`src/rtl/cssq_pkg.sv`:
```
// Constants and types shared by the core stack and interrupt sequencer.
// Functional notes
// - Four operand and result port schemes.
// - Working registers mapped at data addresses 0-31.
// - Top six registers form three pointers.
// - Push byte minus one, call minus two.
// - Pop byte plus one, returns plus two.
// - Stack pointer I/O bytes, reset SRAM end.
// - Undivided CPU clock drives everything.
// - Two-operand ALU op in one cycle.
// - Take needs own and global enable.
// - Lower vector means higher priority.
// - Entry clears global enable, return sets.
// - Vectoring or writing one clears flag.
// - Disabled events stay pending as flags.
// - Level requests only while condition holds.
// - One instruction runs after each return.
// - Status register never saved by hardware.
// - Clear-global acts at once, same cycle.
// - Instruction after set-global runs first.
// - Four cycle entry pushing program counter.
// - Sleeping adds four cycles to entry.
// - Return takes four cycles, pops two.
`default_nettype none
package cssq_pkg;
    localparam int          N_IRQ       = 8;
    localparam logic [5:0]  IO_SP_LO    = 6'h3d;
    localparam logic [5:0]  IO_SP_HI    = 6'h3e;
    localparam logic [15:0] DS_IO_BASE  = 16'h0020;
    localparam logic [15:0] SP_RESET    = 16'h02ff;
    localparam logic [15:0] SP_MASK     = 16'h03ff;
    localparam logic [4:0]  REG_PTR_LO  = 5'h1a;
    localparam logic [15:0] VEC_STRIDE  = 16'h0002;
    localparam logic [7:0]  LEVEL_MASK  = 8'hc0;
    localparam logic [3:0]  ENTRY_CYC   = 4'h4;
    localparam logic [3:0]  SLEEP_EXTRA = 4'h4;
    localparam logic [3:0]  EXIT_CYC    = 4'h4;

    typedef enum logic [2:0] {
        STK_NONE, STK_PUSH, STK_POP, STK_CALL, STK_RET, STK_IRQ_EXIT
    } cssq_stk_op_t;

    typedef enum logic [1:0] {
        PTR_PLAIN, PTR_DISP, PTR_POSTINC, PTR_PREDEC
    } cssq_ptr_mode_t;

    typedef enum logic [1:0] {
        SEQ_RUN, SEQ_ENTRY, SEQ_EXIT
    } cssq_seq_t;

    typedef struct packed {
        logic        en;
        logic        wide;
        logic [4:0]  addr;
        logic [15:0] data;
    } cssq_rf_wr_t;

    typedef struct packed {
        logic           go;
        logic [1:0]     sel;
        cssq_ptr_mode_t mode;
        logic [5:0]     disp;
    } cssq_ptr_req_t;

    typedef struct packed {
        logic [31:0][7:0]   regs;
        logic [15:0]        sp;
        logic               gie;
        logic [N_IRQ-1:0]   flags;
        cssq_seq_t          st;
        logic [3:0]         cnt;
        logic [2:0]         vec;
        logic [15:0]        ret_pc;
        logic               pc_load;
        logic [15:0]        pc_val;
    } cssq_state_t;
endpackage
`default_nettype wire

```
`src/rtl/cssq_core.sv`:
```
// Register file, pointers, stack pointer and interrupt entry and return sequencer.
`default_nettype none
module cssq_core (
    input  wire logic                          REF_CLK_IN,
    input  wire logic                          RST_IN,
    input  wire logic [4:0]                    RF_RD_A_IN,
    input  wire logic [4:0]                    RF_RD_B_IN,
    output logic [7:0]                         RF_A_OUT,
    output logic [7:0]                         RF_B_OUT,
    output logic [15:0]                        RF_PAIR_OUT,
    input  wire cssq_pkg::cssq_rf_wr_t         RF_WR_IN,
    input  wire logic [15:0]                   DS_ADDR_IN,
    input  wire logic                          DS_WE_IN,
    input  wire logic [7:0]                    DS_WD_IN,
    output logic [7:0]                         DS_RD_OUT,
    output logic                               DS_HIT_OUT,
    input  wire logic [5:0]                    IO_ADDR_IN,
    input  wire logic                          IO_WE_IN,
    input  wire logic [7:0]                    IO_WD_IN,
    output logic [7:0]                         IO_RD_OUT,
    input  wire cssq_pkg::cssq_ptr_req_t       PTR_REQ_IN,
    output logic [15:0]                        PTR_ADDR_OUT,
    input  wire cssq_pkg::cssq_stk_op_t        STK_OP_IN,
    output logic [15:0]                        STK_ADDR_OUT,
    output logic                               STK_WE_OUT,
    output logic [7:0]                         STK_WD_OUT,
    output logic                               STK_RE_OUT,
    input  wire logic [7:0]                    STK_RD_IN,
    output logic [15:0]                        SP_OUT,
    input  wire logic [cssq_pkg::N_IRQ-1:0]    IRQ_COND_IN,
    input  wire logic [cssq_pkg::N_IRQ-1:0]    IRQ_EN_IN,
    input  wire logic [cssq_pkg::N_IRQ-1:0]    FLAG_CLR_IN,
    output logic [cssq_pkg::N_IRQ-1:0]         FLAGS_OUT,
    input  wire logic                          INSN_DONE_IN,
    input  wire logic                          SEI_IN,
    input  wire logic                          CLI_IN,
    input  wire logic                          GIE_WR_IN,
    input  wire logic                          GIE_WD_IN,
    input  wire logic                          SLEEP_IN,
    input  wire logic [15:0]                   PC_IN,
    output logic                               GIE_OUT,
    output logic                               IRQ_TAKE_OUT,
    output logic                               BUSY_OUT,
    output logic                               PC_LOAD_OUT,
    output logic [15:0]                        PC_VAL_OUT
);
    cssq_pkg::cssq_state_t         r_reg;
    cssq_pkg::cssq_state_t         r_next;
    logic [cssq_pkg::N_IRQ-1:0]    req;
    logic [2:0]                    pick;
    logic                          any_req;
    logic                          take;
    logic                          ds_reg;
    logic                          sp_wr_lo;
    logic                          sp_wr_hi;
    logic [4:0]                    pb;
    logic [15:0]                   ptr_cur;
    logic [15:0]                   ptr_new;
    logic [15:0]                   ds_sp_lo;
    logic [15:0]                   ds_sp_hi;
    logic                          stk_pop;

    // Read paths are plain muxes on the flops so an ALU can read, compute and write back
    // within one clock.
    assign RF_A_OUT    = r_reg.regs[RF_RD_A_IN];
    assign RF_B_OUT    = r_reg.regs[RF_RD_B_IN];
    assign RF_PAIR_OUT = {r_reg.regs[{RF_RD_A_IN[4:1], 1'b1}],
                          r_reg.regs[{RF_RD_A_IN[4:1], 1'b0}]};

    assign ds_reg   = (DS_ADDR_IN < cssq_pkg::DS_IO_BASE);
    assign ds_sp_lo = cssq_pkg::DS_IO_BASE + {10'h000, cssq_pkg::IO_SP_LO};
    assign ds_sp_hi = cssq_pkg::DS_IO_BASE + {10'h000, cssq_pkg::IO_SP_HI};
    assign DS_HIT_OUT = ds_reg || DS_ADDR_IN == ds_sp_lo || DS_ADDR_IN == ds_sp_hi;

    always_comb begin
        if (ds_reg) begin
            DS_RD_OUT = r_reg.regs[DS_ADDR_IN[4:0]];
        end else if (DS_ADDR_IN == ds_sp_lo) begin
            DS_RD_OUT = r_reg.sp[7:0];
        end else if (DS_ADDR_IN == ds_sp_hi) begin
            DS_RD_OUT = r_reg.sp[15:8];
        end else begin
            DS_RD_OUT = 8'h00;
        end
    end

    always_comb begin
        if (IO_ADDR_IN == cssq_pkg::IO_SP_LO) begin
            IO_RD_OUT = r_reg.sp[7:0];
        end else if (IO_ADDR_IN == cssq_pkg::IO_SP_HI) begin
            IO_RD_OUT = r_reg.sp[15:8];
        end else begin
            IO_RD_OUT = 8'h00;
        end
    end

    assign sp_wr_lo = (IO_WE_IN && IO_ADDR_IN == cssq_pkg::IO_SP_LO)
                   || (DS_WE_IN && DS_ADDR_IN == ds_sp_lo);
    assign sp_wr_hi = (IO_WE_IN && IO_ADDR_IN == cssq_pkg::IO_SP_HI)
                   || (DS_WE_IN && DS_ADDR_IN == ds_sp_hi);

    // Pointer pairs start at the low byte of the first of the top six registers.
    assign pb      = cssq_pkg::REG_PTR_LO + {2'b00, PTR_REQ_IN.sel, 1'b0};
    assign ptr_cur = {r_reg.regs[pb | 5'h01], r_reg.regs[pb]};

    always_comb begin
        case (PTR_REQ_IN.mode)
            cssq_pkg::PTR_DISP:    PTR_ADDR_OUT = ptr_cur + {10'h000, PTR_REQ_IN.disp};
            cssq_pkg::PTR_PREDEC:  PTR_ADDR_OUT = ptr_cur - 16'h0001;
            default:               PTR_ADDR_OUT = ptr_cur;
        endcase
        case (PTR_REQ_IN.mode)
            cssq_pkg::PTR_POSTINC: ptr_new = ptr_cur + 16'h0001;
            cssq_pkg::PTR_PREDEC:  ptr_new = ptr_cur - 16'h0001;
            default:               ptr_new = ptr_cur;
        endcase
    end

    // Flag-type sources request from the flag, level-type ones only from the live condition.
    assign req = ((r_reg.flags & ~cssq_pkg::LEVEL_MASK)
               | (IRQ_COND_IN & cssq_pkg::LEVEL_MASK)) & IRQ_EN_IN;

    always_comb begin
        pick    = 3'h0;
        any_req = 1'b0;
        for (int i = cssq_pkg::N_IRQ - 1; i >= 0; i--) begin
            if (req[i]) begin
                pick    = i[2:0];
                any_req = 1'b1;
            end
        end
    end

    // The enable is sampled from the flop, so the instruction after a set-global completes
    // before a take, and a clear in the same cycle blocks the take.
    assign take = r_reg.st == cssq_pkg::SEQ_RUN && INSN_DONE_IN && any_req
               && r_reg.gie && !CLI_IN && !(GIE_WR_IN && !GIE_WD_IN)
               && STK_OP_IN != cssq_pkg::STK_IRQ_EXIT;

    assign stk_pop = STK_OP_IN == cssq_pkg::STK_POP || STK_OP_IN == cssq_pkg::STK_RET;

    always_comb begin
        r_next         = r_reg;
        r_next.pc_load = 1'b0;
        if (RF_WR_IN.en) begin
            if (RF_WR_IN.wide) begin
                r_next.regs[{RF_WR_IN.addr[4:1], 1'b0}] = RF_WR_IN.data[7:0];
                r_next.regs[{RF_WR_IN.addr[4:1], 1'b1}] = RF_WR_IN.data[15:8];
            end else begin
                r_next.regs[RF_WR_IN.addr] = RF_WR_IN.data[7:0];
            end
        end
        if (DS_WE_IN && ds_reg) begin
            r_next.regs[DS_ADDR_IN[4:0]] = DS_WD_IN;
        end
        if (PTR_REQ_IN.go) begin
            r_next.regs[pb]         = ptr_new[7:0];
            r_next.regs[pb | 5'h01] = ptr_new[15:8];
        end
        if (sp_wr_lo) begin
            r_next.sp[7:0] = sp_wr_lo ? (IO_WE_IN ? IO_WD_IN : DS_WD_IN) : 8'h00;
        end
        if (sp_wr_hi) begin
            r_next.sp[15:8] = IO_WE_IN ? IO_WD_IN : DS_WD_IN;
        end
        // Hardware sets win over the software write-one clear.
        r_next.flags = (r_reg.flags & ~FLAG_CLR_IN)
                     | (IRQ_COND_IN & ~cssq_pkg::LEVEL_MASK);
        if (SEI_IN) begin
            r_next.gie = 1'b1;
        end
        if (CLI_IN) begin
            r_next.gie = 1'b0;
        end
        if (GIE_WR_IN) begin
            r_next.gie = GIE_WD_IN;
        end
        // Only the enable bit is touched here; the other status flags are never stacked.
        case (r_reg.st)
            cssq_pkg::SEQ_RUN: begin
                case (STK_OP_IN)
                    cssq_pkg::STK_PUSH: r_next.sp = r_next.sp - 16'h0001;
                    cssq_pkg::STK_CALL: r_next.sp = r_next.sp - 16'h0002;
                    cssq_pkg::STK_POP:  r_next.sp = r_next.sp + 16'h0001;
                    cssq_pkg::STK_RET:  r_next.sp = r_next.sp + 16'h0002;
                    default: ;
                endcase
                if (STK_OP_IN == cssq_pkg::STK_IRQ_EXIT) begin
                    r_next.st  = cssq_pkg::SEQ_EXIT;
                    r_next.cnt = cssq_pkg::EXIT_CYC - 4'h1;
                end else if (take) begin
                    r_next.st    = cssq_pkg::SEQ_ENTRY;
                    r_next.cnt   = cssq_pkg::ENTRY_CYC - 4'h1
                                 + (SLEEP_IN ? cssq_pkg::SLEEP_EXTRA : 4'h0);
                    r_next.vec   = pick;
                    r_next.ret_pc = PC_IN;
                    r_next.gie   = 1'b0;
                    r_next.flags[pick] = IRQ_COND_IN[pick] & ~cssq_pkg::LEVEL_MASK[pick];
                end
            end
            cssq_pkg::SEQ_ENTRY: begin
                r_next.cnt = r_reg.cnt - 4'h1;
                if (r_reg.cnt == 4'h3 || r_reg.cnt == 4'h2) begin
                    r_next.sp = r_next.sp - 16'h0001;
                end
                if (r_reg.cnt == 4'h1) begin
                    r_next.pc_load = 1'b1;
                    r_next.pc_val  = ({13'h0000, r_reg.vec} + 16'h0001) * cssq_pkg::VEC_STRIDE;
                end
                if (r_reg.cnt == 4'h0) begin
                    r_next.st = cssq_pkg::SEQ_RUN;
                end
            end
            cssq_pkg::SEQ_EXIT: begin
                r_next.cnt = r_reg.cnt - 4'h1;
                if (r_reg.cnt == 4'h3 || r_reg.cnt == 4'h2) begin
                    r_next.sp = r_next.sp + 16'h0001;
                end
                if (r_reg.cnt == 4'h2) begin
                    r_next.ret_pc[15:8] = STK_RD_IN;
                end
                if (r_reg.cnt == 4'h1) begin
                    r_next.pc_load = 1'b1;
                    r_next.pc_val  = {r_reg.ret_pc[15:8], STK_RD_IN};
                    r_next.gie     = 1'b1;
                end
                if (r_reg.cnt == 4'h0) begin
                    // No take is possible until the next instruction boundary.
                    r_next.st = cssq_pkg::SEQ_RUN;
                end
            end
            default: begin
                r_next.st = cssq_pkg::SEQ_RUN;
            end
        endcase
        r_next.sp = r_next.sp & cssq_pkg::SP_MASK;
    end

    // Runs straight off the chip clock with no divider.
    always_ff @(posedge REF_CLK_IN or posedge RST_IN) begin
        if (RST_IN) begin
            r_reg         <= '0;
            r_reg.sp      <= cssq_pkg::SP_RESET;
            r_reg.st      <= cssq_pkg::SEQ_RUN;
        end else begin
            r_reg <= r_next;
        end
    end

    assign SP_OUT       = r_reg.sp;
    assign GIE_OUT      = r_reg.gie;
    assign FLAGS_OUT    = r_reg.flags;
    assign PC_LOAD_OUT  = r_reg.pc_load;
    assign PC_VAL_OUT   = r_reg.pc_val;
    assign IRQ_TAKE_OUT = take;
    assign BUSY_OUT     = r_reg.st != cssq_pkg::SEQ_RUN;

    // Entry pushes the low byte first so the high byte ends on top for the return.
    assign STK_WE_OUT   = r_reg.st == cssq_pkg::SEQ_ENTRY
                       && (r_reg.cnt == 4'h3 || r_reg.cnt == 4'h2);
    assign STK_WD_OUT   = r_reg.cnt == 4'h3 ? r_reg.ret_pc[7:0] : r_reg.ret_pc[15:8];
    assign STK_RE_OUT   = r_reg.st == cssq_pkg::SEQ_EXIT
                       && (r_reg.cnt == 4'h3 || r_reg.cnt == 4'h2);
    assign STK_ADDR_OUT = (r_reg.st == cssq_pkg::SEQ_EXIT
                       || (r_reg.st == cssq_pkg::SEQ_RUN && stk_pop))
                       ? r_reg.sp + 16'h0001 : r_reg.sp;
endmodule
`default_nettype wire

```
`config.mk`:
```
export PLATFORM = sky130hd
export DESIGN_NAME = cssq_core
export DESIGN_NICKNAME = d
export VERILOG_FILES = /design/src/rtl/cssq_pkg.sv /design/src/rtl/cssq_core.sv
export SDC_FILE = /design/constraint.sdc
export NUM_CORES = 2
export LEC_CHECK = 0
export ABC_AREA = 1
export BUFFER_PORTS_ARGS = -buffer_cell sky130_fd_sc_hd__buf_2
export CORE_UTILIZATION = 35
export CTS_CLUSTER_DIAMETER = 80
export DETAILED_ROUTE_END_ITERATION = 10
export RECOVER_POWER = 50
export SLEW_MARGIN = 20
export SYNTH_ARGS = -nofsm -noshare
export SYNTH_HDL_FRONTEND = slang
export SYNTH_SLANG_ARGS = --single-unit
```
`constraint.sdc`:
```
create_clock -name REF_CLK_IN -period 19.8 [get_ports REF_CLK_IN]
set_clock_uncertainty 0.2 [all_clocks]
set_input_delay 0 -clock REF_CLK_IN [delete_from_list [all_inputs] [get_ports REF_CLK_IN]]
set_output_delay 0 -clock REF_CLK_IN [all_outputs]
set_load 0.02 [all_outputs]
```
==> insert_results.sql <==
INSERT INTO impl_metrics (metric_group, metric, value, unit) VALUES
('run_status', 'outcome', 'finished with violations', ''),
('run_status', 'failed_checks', 'DRC, capacitance limit, slew limit', ''),
('pwr', 'totalPowerFinal', '3.52', 'mW'),
('detailed_routing', 'routed-via-count', '39000', ''),
('die', 'fp.dieW', '292', 'um'),
('placement', 'place_worst_setup_slack', '13.95', 'ns'),
('clocking', 'clockBufferDepth', '3', ''),
('placement', 'port_buffers', '266', ''),
('synth', 'synthFlopType', 'dfrtp_1', ''),
('detailed_routing', 'routed_via_density', '6.58', ''),
('synth', 'synth-edff-count', '0', ''),
('synth', 'synth-seq-cells', '317', ''),
('setup_path', 'cell_count_of_the_worst_reg_to_reg_path', '13', ''),
('setup_path', 'endpoint_kind', 'output pin', ''),
('die', 'initial_core_util', '35.6', '%'),
('setup_path', 'timing.critical_path.required', '19.60', 'ns'),
('placement', 'placed_area', '31100', 'um2'),
('sta', 'layout_min_cycle_time', '8.47', 'ns'),
('sta', 'final-max-slew-violation-count', '486', ''),
('detailed_routing', 'drt_drc_violations_left', '2', ''),
('layout', 'filler_cell_count', '8895', ''),
('detailed_routing', 'avgRoutedWirePerCell', '30.6', 'um'),
('setup_path', 'timing.critical_path.arrival', '8.27', 'ns'),
('synth', 'yosys-mux-area-fraction', '0.140', '%'),
('sta', 'setup_viol_count_final', '0', ''),
('synth', 'synth_xor_xnor_area_share', '0.655', '%'),
('die', 'die_area', '85200', 'um2'),
('worst_hold_path', 'hold_path.class', 'input port to flop', ''),
('layout', 'final-seq-area', '7940', 'um2'),
('setup_path', 'critPathMaxFanout', '101', ''),
('layout', 'finalInstanceArea', '34000', 'um2'),
('clocking', 'cts_sinks', '317', ''),
('grt', 'number_of_antenna_violations_at_the_first_check_in_global_routing', '10', ''),
('worst_hold_path', 'number_of_cells_on_the_worst_hold_path', '7', ''),
('sta', 'finalHoldViolCount', '0', ''),
('synth', 'compound_gate_fraction_of_synth_area', '38.3', '%'),
('layout', 'post_route_cells_drive_above_1_share', '8.92', '%'),
('clocking', 'cts_buffers', '44', ''),
('run', 'drv.max_cap_violation_count', '10', ''),
('placement', 'dpl.cell_count', '5686', ''),
('synth', 'synth_area_leaders', 'dfrtp_1 (26%), o21ai_0 (12%), nand2_1 (9.9%), a21oi_1 (7.8%), inv_1 (5.9%)', ''),
('die', 'core_area', '82600', 'um2'),
('sta', 'period_share', '42.8', '%'),
('synth', 'synth_top_family_by_area', 'compound AO/OA/AOI/OAI gates', ''),
('clocking', 'clock-root-buffer', 'clkbuf_16', ''),
('synth', 'synthArstFlopShare', '100', '%'),
('layout', 'post-route-util', '41.1', '%'),
('setup_path', 'r2r_path_start', 'r_reg[40]', ''),
('grt', 'first_global_vias', '35100', ''),
('layout', 'multi_input_area', '18100', 'um2'),
('placement', 'gp_routability_congestion', '1.11', ''),
('pwr', 'vdd.ir_drop.worst', '0.0695', 'mV'),
('synth', 'cell_count_after_synthesis', '4612', ''),
('synth', 'synth.distinct_cells', '65', ''),
('die', 'fp-row-count', '105', ''),
('synth', 'synth_seq_area_share', '27.0', '%'),
('grt', 'grt_max_degree', '132', ''),
('clocking', 'cts.htree.levels', '2', ''),
('setup_path', 'setup.worst_path.start_class', 'input port', ''),
('sta', 'timing_worst_slew_pin_value', '4.74', 'ns'),
('sta', 'rsz_0062_raised_after_global_routing', 'false', ''),
('sta', 'max_clock_freq', '118', 'MHz'),
('worst_hold_path', 'hold_path_startpoint', 'IO_WE_IN', ''),
('grt', 'globalRoute.totalOverflow', '0', ''),
('detailed_routing', 'initialDrtViolationCount', '6873', ''),
('grt', 'wire_length_of_the_first_global_routing_pass', '256000', 'um'),
('detailed_routing', 'route.final.wire_length', '181000', 'um'),
('detailed_routing', 'final_antenna_net_count', '0', ''),
('setup_path', 'r2r_setup_slack', '14.54', 'ns'),
('die', 'floorplan.io_pins', '278', ''),
('synth', 'synth-simple-area-share', '20.8', '%');
how the worst max path moves through the flow:
| stage | to | slack [ns] | depth (start not counted) | from |
|---|---|---|---|---|
| detailed placement | PTR_ADDR_OUT[11] | 13.95 | 24 | PTR_REQ_IN[8] |
| global route | RF_A_OUT[5] | 10.97 | 7 | RF_RD_A_IN[1] |
| global placement | PTR_ADDR_OUT[11] | 14.04 | 24 | PTR_REQ_IN[8] |
| finish | RF_A_OUT[5] | 11.33 | 7 | RF_RD_A_IN[1] |
| CTS | PTR_ADDR_OUT[11] | 13.94 | 24 | PTR_REQ_IN[8] |
| floorplan | FLAGS_OUT[0] | 10.84 | 1 | RST_IN |
timing repair:
item | 4_1_cts | 5_1_grt
hold buffers | 149 | 0
hold endpoints to repair | 327 | 0
buffers inserted | 0 | 0
gates resized for setup | 0 | 0
layer usage:
metal  wire (um)  vias to the layer above  track usage, %
met5           0                        -               0
li1            -                    16600               -
met1       66300                    18100            51.8
met2       73200                     3402            58.8
met3       25400                      818            12.8
met4       16400                        0            29.3
cell type report:
cell class | count | area share, %
flip-flops and latches | 317 | 23.4
repair buffers | 484 | 9.58
multi-input cells | 3468 | 53.3
clock inverters | 17 | 0.515
inverters | 496 | 5.49
clock buffers | 62 | 3.73
well taps | 1070 | 3.94
diodes | 9 | 0.0663
where the power goes:
| part | switching, mW | internal, mW | total [mW] |
|---|---|---|---|
| clock network | 0.354 | 0.465 | 0.819 |
| registers | 0.273 | 0.812 | 1.08 |
| logic | 1.12 | 0.490 | 1.61 |
| total | 1.75 | 1.77 | 3.52 |
worst max-delay path: stages:
cell and delay, ns:
buf_4 0.20, clkbuf_1 2.94, clkbuf_1 2.49, o21ai_0 0.88, a2111oi_0 0.82, o21ai_0 0.55, buf_2 0.32
cells in the final DEF (no fill, tap or decap), types with 92 or more instances in the layout:
cell             n
a21oi_1        457
dfrtp_1        308
inv_1          459
nand3_1        215
buf_2          208
o22ai_1        268
o21ai_0        729
o211ai_1        92
nand2_1        775
dlygate4sd3_1  149
nor2_1         395
kinds of logic after synthesis:
kind of cell               count (synthesis)
DFF                                      317
other                                      1
adders and majority gates                 35
AOI/OAI and AO/OA                       1914
muxes                                      4
and+or+nand+nor                         1482
buffers and inverters                    837
xor gates and xnor gates                  22
No activity file was read; power rests on OpenSTA's default activity.
